## src/rtl/ctd_consts.svh

```systemverilog
// constants for the clipper thread descriptor decoder
`ifndef CTD_CONSTS_SVH
`define CTD_CONSTS_SVH
`define CTD_KSP_HI          31
`define CTD_KSP_LO          6
`define CTD_BLK_HI          3
`define CTD_BLK_LO          1
`define CTD_REGS_PER_BLOCK  16
`define CTD_W0_MBZ_MASK     32'h0000_0031
`define CTD_W1_MBZ_MASK     32'h7C00_D000
`define CTD_FLOW_BIT        31
`define CTD_BTC_HI          25
`define CTD_BTC_LO          18
`define CTD_PRIO_BIT        17
`define CTD_FPM_BIT         16
`define CTD_ILLOP_BIT       13
`define CTD_MSTK_BIT        11
`define CTD_CR_ILLOP_BIT    12
`define CTD_CR_MSTK_BIT     11
`define CTD_WORD_BYTES      32'h0000_0004
`define CTD_HEAP_LIMIT_BIT  32
`endif

```

## src/rtl/ctd_pkg.sv

```systemverilog
// types shared by both ends of the clipper thread descriptor link
package ctd_pkg;
  typedef enum logic
  {
    CTD_FP_IEEE,
    CTD_FP_ALT
  } ctd_fp_mode_t;

  typedef struct packed
  {
    logic [25:0]  kernelOffset;
    logic [2:0]   blocksMinusOne;
    logic         singleFlow;
    logic [7:0]   bindingCount;
    logic         highPriority;
    ctd_fp_mode_t fpMode;
    logic         illegalOpEn;
    logic         maskStackEn;
  } ctd_desc_t;
endpackage

```

## src/rtl/ctd_link_if.sv

```systemverilog
// memory read link between the descriptor fetcher and the record store
`timescale 1ns/1ps
interface ctd_link_if;
  logic        rdReq;
  logic [31:0] rdAddr;
  logic        rdAck;
  logic [31:0] rdData;

  modport fetcher
  (
    output rdReq,
    output rdAddr,
    input  rdAck,
    input  rdData
  );
  modport store
  (
    input  rdReq,
    input  rdAddr,
    output rdAck,
    output rdData
  );
endinterface

```

## src/rtl/ctd_fetcher.sv

```systemverilog
// device side: fetches the record on a pointer command and drives thread launch fields
`timescale 1ns/1ps
`include "ctd_consts.svh"
module ctd_fetcher
  import ctd_pkg::*;
(
  input  wire logic        clk,
  input  wire logic        srst,
  ctd_link_if.fetcher      link,
  input  wire logic        ptrValid,
  input  wire logic [31:0] ptrAddr,
  input  wire logic [31:0] heapBase,
  output logic             busy,
  output logic             descValid,
  output logic [31:0]      kernelAddr,
  output logic [3:0]       blockCount,
  output logic [7:0]       regCount,
  output logic             singleFlow,
  output logic [7:0]       prefetchCount,
  output logic             highPriority,
  output logic             fpAltMode,
  output logic [15:0]      execCtrlWord
);
  typedef enum logic [1:0]
  {
    CTD_IDLE,
    CTD_RD0,
    CTD_RD1
  } ctd_state_t;

  ctd_state_t  st_r, st_nxt;
  logic [31:0] addr_r, addr_nxt;
  logic [31:0] w0_r, w0_nxt;
  ctd_desc_t   desc_r, desc_nxt;
  logic        valid_r, valid_nxt;
  logic [31:0] kaddr_r, kaddr_nxt;
  logic [3:0]  blocks_r, blocks_nxt;
  logic [7:0]  regs_r, regs_nxt;
  logic        req;
  logic        start;
  logic        done;
  ctd_desc_t   recDec;

  function automatic ctd_desc_t decode(input logic [31:0] w0, input logic [31:0] w1);
    ctd_desc_t d;
    d.kernelOffset   = w0[`CTD_KSP_HI:`CTD_KSP_LO];
    d.blocksMinusOne = w0[`CTD_BLK_HI:`CTD_BLK_LO];
    d.singleFlow     = w1[`CTD_FLOW_BIT];
    d.bindingCount   = w1[`CTD_BTC_HI:`CTD_BTC_LO];
    d.highPriority   = w1[`CTD_PRIO_BIT];
    d.fpMode         = ctd_fp_mode_t'(w1[`CTD_FPM_BIT]);
    d.illegalOpEn    = w1[`CTD_ILLOP_BIT];
    d.maskStackEn    = w1[`CTD_MSTK_BIT];
    return d;
  endfunction

  // field holds the block count minus one; eight blocks need a 4-bit result
  function automatic logic [3:0] block_count(input logic [2:0] m);
    return {1'b0, m} + 4'h1;
  endfunction

  // up to 128 registers, so the product needs eight bits
  function automatic logic [7:0] reg_count(input logic [2:0] m);
    return 8'(block_count(m)) * 8'(`CTD_REGS_PER_BLOCK);
  endfunction

  // 64-byte units from the heap base; upper bits beyond 32 wrap
  function automatic logic [31:0] kernel_addr(input logic [31:0] b, input logic [25:0] off);
    return b + {off, 6'h00};
  endfunction

  always_comb
  begin
    st_nxt    = st_r;
    addr_nxt  = addr_r;
    w0_nxt    = w0_r;
    req       = 1'b0;
    start     = 1'b0;
    done      = 1'b0;
    case (st_r)
      CTD_IDLE:
      begin
        if (ptrValid)
        begin
          addr_nxt  = ptrAddr;
          start     = 1'b1;
          st_nxt    = CTD_RD0;
        end
      end
      CTD_RD0:
      begin
        req = 1'b1;
        if (link.rdAck)
        begin
          w0_nxt   = link.rdData;
          addr_nxt = addr_r + `CTD_WORD_BYTES;
          st_nxt   = CTD_RD1;
        end
      end
      CTD_RD1:
      begin
        // gap cycle after an ack keeps one request per answer
        req = !link.rdAck;
        if (link.rdAck)
        begin
          done   = 1'b1;
          st_nxt = CTD_IDLE;
        end
      end
      default:
        st_nxt = CTD_IDLE;
    endcase
  end

  always_ff @(posedge clk)
  begin
    if (srst)
    begin
      st_r    <= CTD_IDLE;
      addr_r  <= 32'h0000_0000;
      w0_r    <= 32'h0000_0000;
    end
    else
    begin
      st_r    <= st_nxt;
      addr_r  <= addr_nxt;
      w0_r    <= w0_nxt;
    end
  end

  assign recDec = decode(w0_r, link.rdData);

  // launch fields; a half-fetched record never reaches the outputs
  always_comb
  begin
    desc_nxt   = desc_r;
    valid_nxt  = valid_r;
    kaddr_nxt  = kaddr_r;
    blocks_nxt = blocks_r;
    regs_nxt   = regs_r;
    if (start)
      valid_nxt = 1'b0;
    if (done)
    begin
      desc_nxt   = recDec;
      valid_nxt  = 1'b1;
      // heap base taken once per record; a later base change waits for a new pointer
      kaddr_nxt  = kernel_addr(heapBase, recDec.kernelOffset);
      blocks_nxt = block_count(recDec.blocksMinusOne);
      regs_nxt   = reg_count(recDec.blocksMinusOne);
    end
  end

  always_ff @(posedge clk)
  begin
    if (srst)
    begin
      desc_r   <= '0;
      valid_r  <= 1'b0;
      kaddr_r  <= 32'h0000_0000;
      blocks_r <= block_count(3'h0);
      regs_r   <= reg_count(3'h0);
    end
    else
    begin
      desc_r   <= desc_nxt;
      valid_r  <= valid_nxt;
      kaddr_r  <= kaddr_nxt;
      blocks_r <= blocks_nxt;
      regs_r   <= regs_nxt;
    end
  end

  assign link.rdReq    = req;
  assign link.rdAddr   = addr_r;
  assign busy          = (st_r != CTD_IDLE);
  assign descValid     = valid_r;
  assign kernelAddr    = kaddr_r;
  assign blockCount    = blocks_r;
  assign regCount      = regs_r;
  assign singleFlow    = desc_r.singleFlow;
  assign prefetchCount = desc_r.bindingCount;
  assign highPriority  = desc_r.highPriority;
  assign fpAltMode     = (desc_r.fpMode == CTD_FP_ALT);
  always_comb
  begin
    execCtrlWord = 16'h0000;
    execCtrlWord[`CTD_CR_ILLOP_BIT] = desc_r.illegalOpEn;
    execCtrlWord[`CTD_CR_MSTK_BIT]  = desc_r.maskStackEn;
  end
endmodule

```

## src/flat_wrapper.sv

```systemverilog
// flat-port wrapper written by rule: the top's interface ports become plain ports
module ctd_fetcher_flat import ctd_pkg::*;
  (clk, srst, ptrValid, ptrAddr, heapBase, busy, descValid, kernelAddr, blockCount, regCount, singleFlow, prefetchCount, highPriority, fpAltMode, execCtrlWord, link_rdReq, link_rdAddr, link_rdAck, link_rdData);
  ctd_link_if link_i ();
  input  wire logic clk;
  input  wire logic srst;
  input  wire logic ptrValid;
  input  wire logic [31:0] ptrAddr;
  input  wire logic [31:0] heapBase;
  output logic busy;
  output logic descValid;
  output logic [31:0] kernelAddr;
  output logic [3:0] blockCount;
  output logic [7:0] regCount;
  output logic singleFlow;
  output logic [7:0] prefetchCount;
  output logic highPriority;
  output logic fpAltMode;
  output logic [15:0] execCtrlWord;
  output wire logic [$bits(link_i.rdReq)-1:0] link_rdReq;
  output wire logic [$bits(link_i.rdAddr)-1:0] link_rdAddr;
  input wire logic [$bits(link_i.rdAck)-1:0] link_rdAck;
  input wire logic [$bits(link_i.rdData)-1:0] link_rdData;
  assign link_rdReq = link_i.rdReq;
  assign link_rdAddr = link_i.rdAddr;
  assign link_i.rdAck = link_rdAck;
  assign link_i.rdData = link_rdData;
  ctd_fetcher u_core (.clk(clk), .srst(srst), .link(link_i), .ptrValid(ptrValid), .ptrAddr(ptrAddr), .heapBase(heapBase), .busy(busy), .descValid(descValid), .kernelAddr(kernelAddr), .blockCount(blockCount), .regCount(regCount), .singleFlow(singleFlow), .prefetchCount(prefetchCount), .highPriority(highPriority), .fpAltMode(fpAltMode), .execCtrlWord(execCtrlWord));
endmodule
```

## config.mk

```make
export PLATFORM = sky130hd
export DESIGN_NAME = ctd_fetcher_flat
export DESIGN_NICKNAME = d
export VERILOG_FILES = /design/src/rtl/ctd_pkg.sv /design/src/rtl/ctd_link_if.sv /design/src/rtl/ctd_fetcher.sv /design/src/flat_wrapper.sv
export VERILOG_INCLUDE_DIRS = /design/src /design/src/rtl
export SDC_FILE = /design/constraint.sdc
export NUM_CORES = 1
export LEC_CHECK = 0
export BUFFER_PORTS_ARGS = -buffer_cell sky130_fd_sc_hd__clkbuf_2
export CAP_MARGIN = 20
export CORE_ASPECT_RATIO = 1.25
export CORE_UTILIZATION = 35
export CTS_BUF_LIST = sky130_fd_sc_hd__clkbuf_4 sky130_fd_sc_hd__clkbuf_8
export CTS_CLUSTER_DIAMETER = 200
export DETAILED_ROUTE_END_ITERATION = 12
export PLACE_DENSITY = 0.63
export SYNTH_ARGS = -nofsm -noshare
export SYNTH_HDL_FRONTEND = slang
export SYNTH_SLANG_ARGS = --single-unit
```

## constraint.sdc

```tcl
create_clock -name clk -period 2.78 [get_ports clk]
set_input_delay 0.139 -clock clk [delete_from_list [all_inputs] [get_ports clk]]
set_output_delay 0.139 -clock clk [all_outputs]
set_load 0.005 [all_outputs]
```

# Yosys cells after proc, flatten, opt, wreduce, memory -nomap -nowiden
# Index checks and enable logic that the tools add are counted.
dict set report word_totals {
  ff_bits 116
  latchBits 0
  ram_bits 0
  mem_bits_ro 0
  inputBits 100
  wordCells 42
  n_memories 0
}
dict set report classes {
  add_sub_neg 3
  mul 0
  div_mod_pow 0
  n_lt_le_gt_ge 0
  n_eq_ne 5
  shift 0
  muxes 14
  bitwise_logic 0
  n_reduce_logical 8
}
# cell n
set ops {}
lappend ops {{two-way mux 32 bit} 2}
lappend ops {{case mux 32 bit (2 select lines)} 1}
lappend ops {{adder 32 x 3 -> 32 bit, second input constant} 1}
lappend ops {{adder 32 bit} 1}
lappend ops {{two-way mux 1 bit} 6}
lappend ops {{two-way mux 2 bit} 3}
lappend ops {{inequality test 2 bit, second input constant} 3}
lappend ops {{case mux 2 bit (3 select lines)} 1}
lappend ops {{AND reduction 3 bit} 2}
lappend ops {{nonzero test 2 bit} 3}
lappend ops {{adder 3 x 1 -> 4 bit, second input constant} 1}
lappend ops {{== test 2 x 1 -> 1 bit, second input constant} 1}
lappend ops {{== test 2 bit, second input constant} 1}
lappend ops {{zero test 2 bit} 1}
lappend ops {{case mux 1 bit (2 select lines)} 1}
lappend ops {{AND reduction 2 bit} 1}
lappend ops {{zero test 1 bit} 1}

# Longest topological paths before layout
dict set report logic_depth {
  depth_word 4
  mapped_depth 10
}

# Worst setup path before layout
# OpenSTA, ideal clock, no wires.
dict set report synth_path {
  path_type {register to register}
  from {reg u_core.w0_r[6]}
  to {reg u_core.kaddr_r[30], in the netlist u_core.kernelAddr[30]}
  setup_ns 0.117
  arrival_time_ns 2.189
  required_time_ns 2.663
  setup_slack_ns 0.474
  path_stages_with_launch 11
  path_cell_list {dfxtp_1 > ha_1 > inv_1 > fa_1 > nor2b_1 > o31a_2 > o31ai_4 > o221a_4 > nor4_1 > o21ai_0 > a32o_1}
}
dict set report synth_between {
  elab_chain_len 1
}
# element line_no
set synth_rtl {}
lappend synth_rtl {{from (decl)} ctd_fetcher.sv:33} ;# logic [31:0] w0_r, w0_nxt;
lappend synth_rtl {{from (signal assigned)} ctd_fetcher.sv:127} ;# w0_r <= w0_nxt;
lappend synth_rtl {{adder 32 bit} ctd_fetcher.sv:69} ;# return b + {off, 6'h00};
lappend synth_rtl {{to (signal assigned)} ctd_fetcher.sv:168} ;# kaddr_r <= kaddr_nxt;
lappend synth_rtl {{to (decl)} ctd_fetcher.sv:36} ;# logic [31:0] kaddr_r, kaddr_nxt;
# Every way passes these cells.
# A chain may end at the register's enable or synchronous reset.

# Worst setup path in the final report
dict set report layout_path {
  from {reg u_core.w0_r[16]}
  to {reg u_core.kaddr_r[29], in the netlist u_core.kernelAddr[29]}
}
# Same word-level chain as after synthesis.

==> summary.txt <==
Outcome
  – Run status: complete, no violations

Setup path
  – Data required time of the critical path: 3140 ps
  – Cell type of the slowest stage on the worst timing path: sky130_fd_sc_hd__a2111oi_0
  – Family of cells with the greatest summed delay on the critical path: compound AO/OA/AOI/OAI gates
  – CP Capture Type: flop
  – Largest incremental delay on the critical path: 640 ps
  – Number of buffer and inverter stages on the critical path: 0
  – Cells along the critical path: ha_1, a21oi_1, o21ai_0, nor3b_1, a2111oi_0, a41oi_1, xnor2_1, a211oi_1
  – Crit Path Category: flop to flop
  – Kind of start point of the critical path: flop
  – Worst EP arrival: 2960 ps
  – CP Max Fanout: 7

Yosys
  – Sequential area share after synthesis: 0.365
  – Yosys synthesis warning count: 0
  – Number of enable-type register cells in the synthesized netlist: 0
  – Post-synthesis instance area: 0.00619 mm²
  – Main flop type after synthesis: sky130_fd_sc_hd__dfxtp_1
  – Post-synth cell types: 62
  – Mean area per synthesized cell: 7.84 µm²
  – Flops & latches, synth: 113
  – Synthesized instance count: 790
  – Post-synth ARST share: 0

Power
  – Worst ir drop on vdd: 0.241 mV
  – Tot Pwr: 0.00456 W
  – Static leakage: 3.61 nW
  – Power density relative to cell area: 547 mW/mm²

Detailed routing
  – Wirelength, routed: 18,700 µm
  – Detail Route Antenna Nets: 0
  – Wire length per cell after detailed routing: 14.9 µm
  – Iter 0 DRT Violations: 323
  – Via-per-instance ratio: 5.09
  – Number of search-and-repair iterations in the first detailed-routing pass: 5
  – Via Count: 6,397
  – Total DRC errors in the routed layout: 0

Cells and area
  – Final core occ: 0.480
  – Fillcell total: 1,695
  – Fraction of layout cells with a size suffix above 1: 0.248
  – # diodes: 0
  – Fin nets: 1,150
  – Area Growth Syn to Fin: 34.6%

Placement
  – Final GP Congestion: 0.846
  – Sum of net half-perimeters after detailed placement: 13,200 µm
  – Buffers on Ports: 184

CTS
  – Sinks on the clock net: 113
  – Root buffer cell: sky130_fd_sc_hd__clkbuf_8
  – Clock slew at reported path FFs: 70 ps
  – Max H-tree Level: 4
  – Total CTS buffers: 17
  – Clock tree from TritonCTS: yes
  – Setup repair bufs after CTS: 0
  – Maximum clock insertion buffer count: 2
  – Insertion delay of the later-clocked pin in the worst-skew pair: 450 ps

Timing
  – Setup repair after global routing missed its margin: false
  – Number of pins exceeding their max-slew limit in the final report: 0
  – Setup TNS Final: 0 ps
  – Worst clock skew on the final layout: 13.5 ps
  – Highest attainable clock frequency: 0.384 GHz
  – Least-Margin Pin Slew: 722 ps
  – Slew headroom: 0.506
  – Final Cycle Share: 0.938
  – Endpoints failing setup: 0
  – Min Tclk post-route: 2610 ps
  – Final count of hold timing violations: 0

Flow run
  – Max-cap viol count: 0

Floorplanning
  – Initial core utilization: 0.357
  – Total I/O pin count: 206
  – Die Span X: 121 µm
  – Y dimension of the die: 151 µm
  – Site Rows: 54
  – Overall die area: 0.0182 mm²
  – Core footprint: 0.0174 mm²

Global routing
  – Remaining global-route overflow: 0
  – Global-route wire length before repair: 29,500 µm
  – Vias in the first global route: 6,001
  – Global-route total usage across every layer: 0.207
  – Largest net degree at the start of global routing: 67
  – Number of antenna violations at the first check in global routing: 1

Min path
  – Classification of the worst-slack hold path: input port to flop
[kinds of logic after synthesis]
logic type                 after synthesis  synth area share
muxes                                   14            0.0238
adders and majority gates               31            0.0638
and+or+nand+nor                        314             0.228
buffers and inverters                   80            0.0638
AOI/OAI and AO/OA                      217             0.227
other                                    1          0.000605
xor gates and xnor gates                20            0.0283
DFF                                    113             0.365
[where the power goes]
part | internal [W] | leakage, nW | switching, W
clock | 0.00118 | 0.243 | 0.000704
combinational | 0.000395 | 2.44 | 0.000468
sequential | 0.00171 | 0.918 | 0.000102
total | 0.00328 | 3.61 | 0.00127
[layout by cell type, fill, tap and decap left out, types with 3 or more instances in the layout]
cell                            count
sky130_fd_sc_hd__xor2_1             8
sky130_fd_sc_hd__a21o_1             9
sky130_fd_sc_hd__dfxtp_1          113
sky130_fd_sc_hd__xnor2_1           12
sky130_fd_sc_hd__nor3_1            16
sky130_fd_sc_hd__dlygate4sd3_1     58
sky130_fd_sc_hd__conb_1            18
sky130_fd_sc_hd__clkbuf_2         183
sky130_fd_sc_hd__a222oi_1          11
sky130_fd_sc_hd__a31oi_1            3
sky130_fd_sc_hd__buf_4             20
sky130_fd_sc_hd__nor3b_1            3
sky130_fd_sc_hd__o31ai_1            3
sky130_fd_sc_hd__nor4_1             3
sky130_fd_sc_hd__mux2_2             5
sky130_fd_sc_hd__nand4_1           16
sky130_fd_sc_hd__o22ai_1           12
sky130_fd_sc_hd__clkbuf_8          21
sky130_fd_sc_hd__nand3_1           18
sky130_fd_sc_hd__a2111oi_0          4
sky130_fd_sc_hd__a211oi_1          10
sky130_fd_sc_hd__o21a_1             3
sky130_fd_sc_hd__and3_1             6
sky130_fd_sc_hd__nand2b_1           7
sky130_fd_sc_hd__a22oi_1           12
sky130_fd_sc_hd__ha_1              30
sky130_fd_sc_hd__bufinv_16          5
sky130_fd_sc_hd__nor2_1            61
sky130_fd_sc_hd__o21ai_0           20
sky130_fd_sc_hd__a22o_1             5
sky130_fd_sc_hd__o211ai_1           3
sky130_fd_sc_hd__and2_1             6
sky130_fd_sc_hd__o21bai_1           3
sky130_fd_sc_hd__nor2b_1            3
sky130_fd_sc_hd__inv_1             11
sky130_fd_sc_hd__mux2i_1            8
sky130_fd_sc_hd__a21oi_1          101
sky130_fd_sc_hd__nand2_1          162
[final timing paths]
path	cells past startpoint	slack [ps]	to	startpoint
worst max-delay path	8	170	u_core.kernelAddr[29]	u_core.w0_r[16]
worst min-delay path	3	40	u_core.link.rdAddr[2]	ptrAddr[2]
worst max register to register	8	170	u_core.kernelAddr[29]	u_core.w0_r[16]
worst min register to register	2	450	u_core.kernelAddr[19]	u_core.kernelAddr[19]
[tightest hold or removal path, delay by kind of cell]
family | cells | cell delay (ps)
buffers and inverters | 1 | 90
AO/OA/AOI/OAI | 2 | 210
[flip-flops by register name, summed over array words and instances, names as in the netlist]
name and count:
u_core.w0_r 29, u_core.prefetchCount 8, u_core.link.rdAddr 32, u_core.singleFlow 1
u_core.highPriority 1, u_core.kernelAddr 32, u_core.st_r 2, u_core.execCtrlWord 2
u_core.descValid 1, u_core.fpAltMode 1, u_core.blockCount 4
[Yosys cell counts, types with 7 or more instances]
library cell,number,area [µm²]
sky130_fd_sc_hd__nand3_1,18,90.1
sky130_fd_sc_hd__o21ai_0,20,100
sky130_fd_sc_hd__xor2_1,8,70.1
sky130_fd_sc_hd__nand4_1,16,100
sky130_fd_sc_hd__nand2b_1,7,43.8
sky130_fd_sc_hd__a22oi_1,12,90.1
sky130_fd_sc_hd__clkbuf_1,35,131
sky130_fd_sc_hd__o22ai_1,12,75.1
sky130_fd_sc_hd__a21oi_1,101,505
sky130_fd_sc_hd__a21o_1,9,67.6
sky130_fd_sc_hd__nand2_1,162,608
sky130_fd_sc_hd__a211oi_1,10,75.1
sky130_fd_sc_hd__nor3_1,16,80.1
sky130_fd_sc_hd__buf_4,24,180
sky130_fd_sc_hd__ha_1,30,375
sky130_fd_sc_hd__mux2i_1,8,80.1
sky130_fd_sc_hd__nor2_1,61,229
sky130_fd_sc_hd__xnor2_1,12,105
sky130_fd_sc_hd__inv_1,11,41.3
sky130_fd_sc_hd__dfxtp_1,113,2260
sky130_fd_sc_hd__and2_1,7,43.8
sky130_fd_sc_hd__a222oi_1,11,110
[per-stage QoR]
| stage | worst slack (ps) | area [µm²] | std cells | hold WS, ps |
|---|---|---|---|---|
| 4_1_cts | 223 | 8330 | 1256 | 8.63 |
| 3_5_place_dp | 239 | 7270 | 1166 | 367 |
| 3_3_place_gp | 301 | 7270 | 1166 | 365 |
| 2_1_floorplan | 474 | 6260 | 807 | 275 |
| 5_1_grt | 8.30 | 8340 | 1256 | 36.1 |
| 6_report | 173 | 8340 | 1256 | 36.0 |
[routing by layer]
| metal | up-vias | global-route usage | wire length (µm) |
|---|---|---|---|
| li1 | 3244 | - | - |
| met1 | 2911 | 0.240 | 7920 |
| met2 | 206 | 0.356 | 9160 |
| met3 | 34 | 0.0500 | 1150 |
| met4 | 2 | 0.0963 | 462 |
| met5 | - | 0 | 13 |
[final cells by class]
type                            count  area [µm²]  area share
Multi-Input combinational cell    614        3610       0.433
Sequential cell                   113        2260       0.271
Clock inverter                      9         176      0.0212
Tap cell                          224         280      0.0336
Timing Repair Buffer              262        1670       0.200
Clock buffer                       23         304      0.0365
Inverter                           11        41.3     0.00495
[repair_timing]
action,in CTS,in global routing
gates resized for setup,0,1
endpoints found under the hold margin,70,0
setup endpoints to repair,0,1
hold buffers,58,0
(Power assumes the default switching activity.)
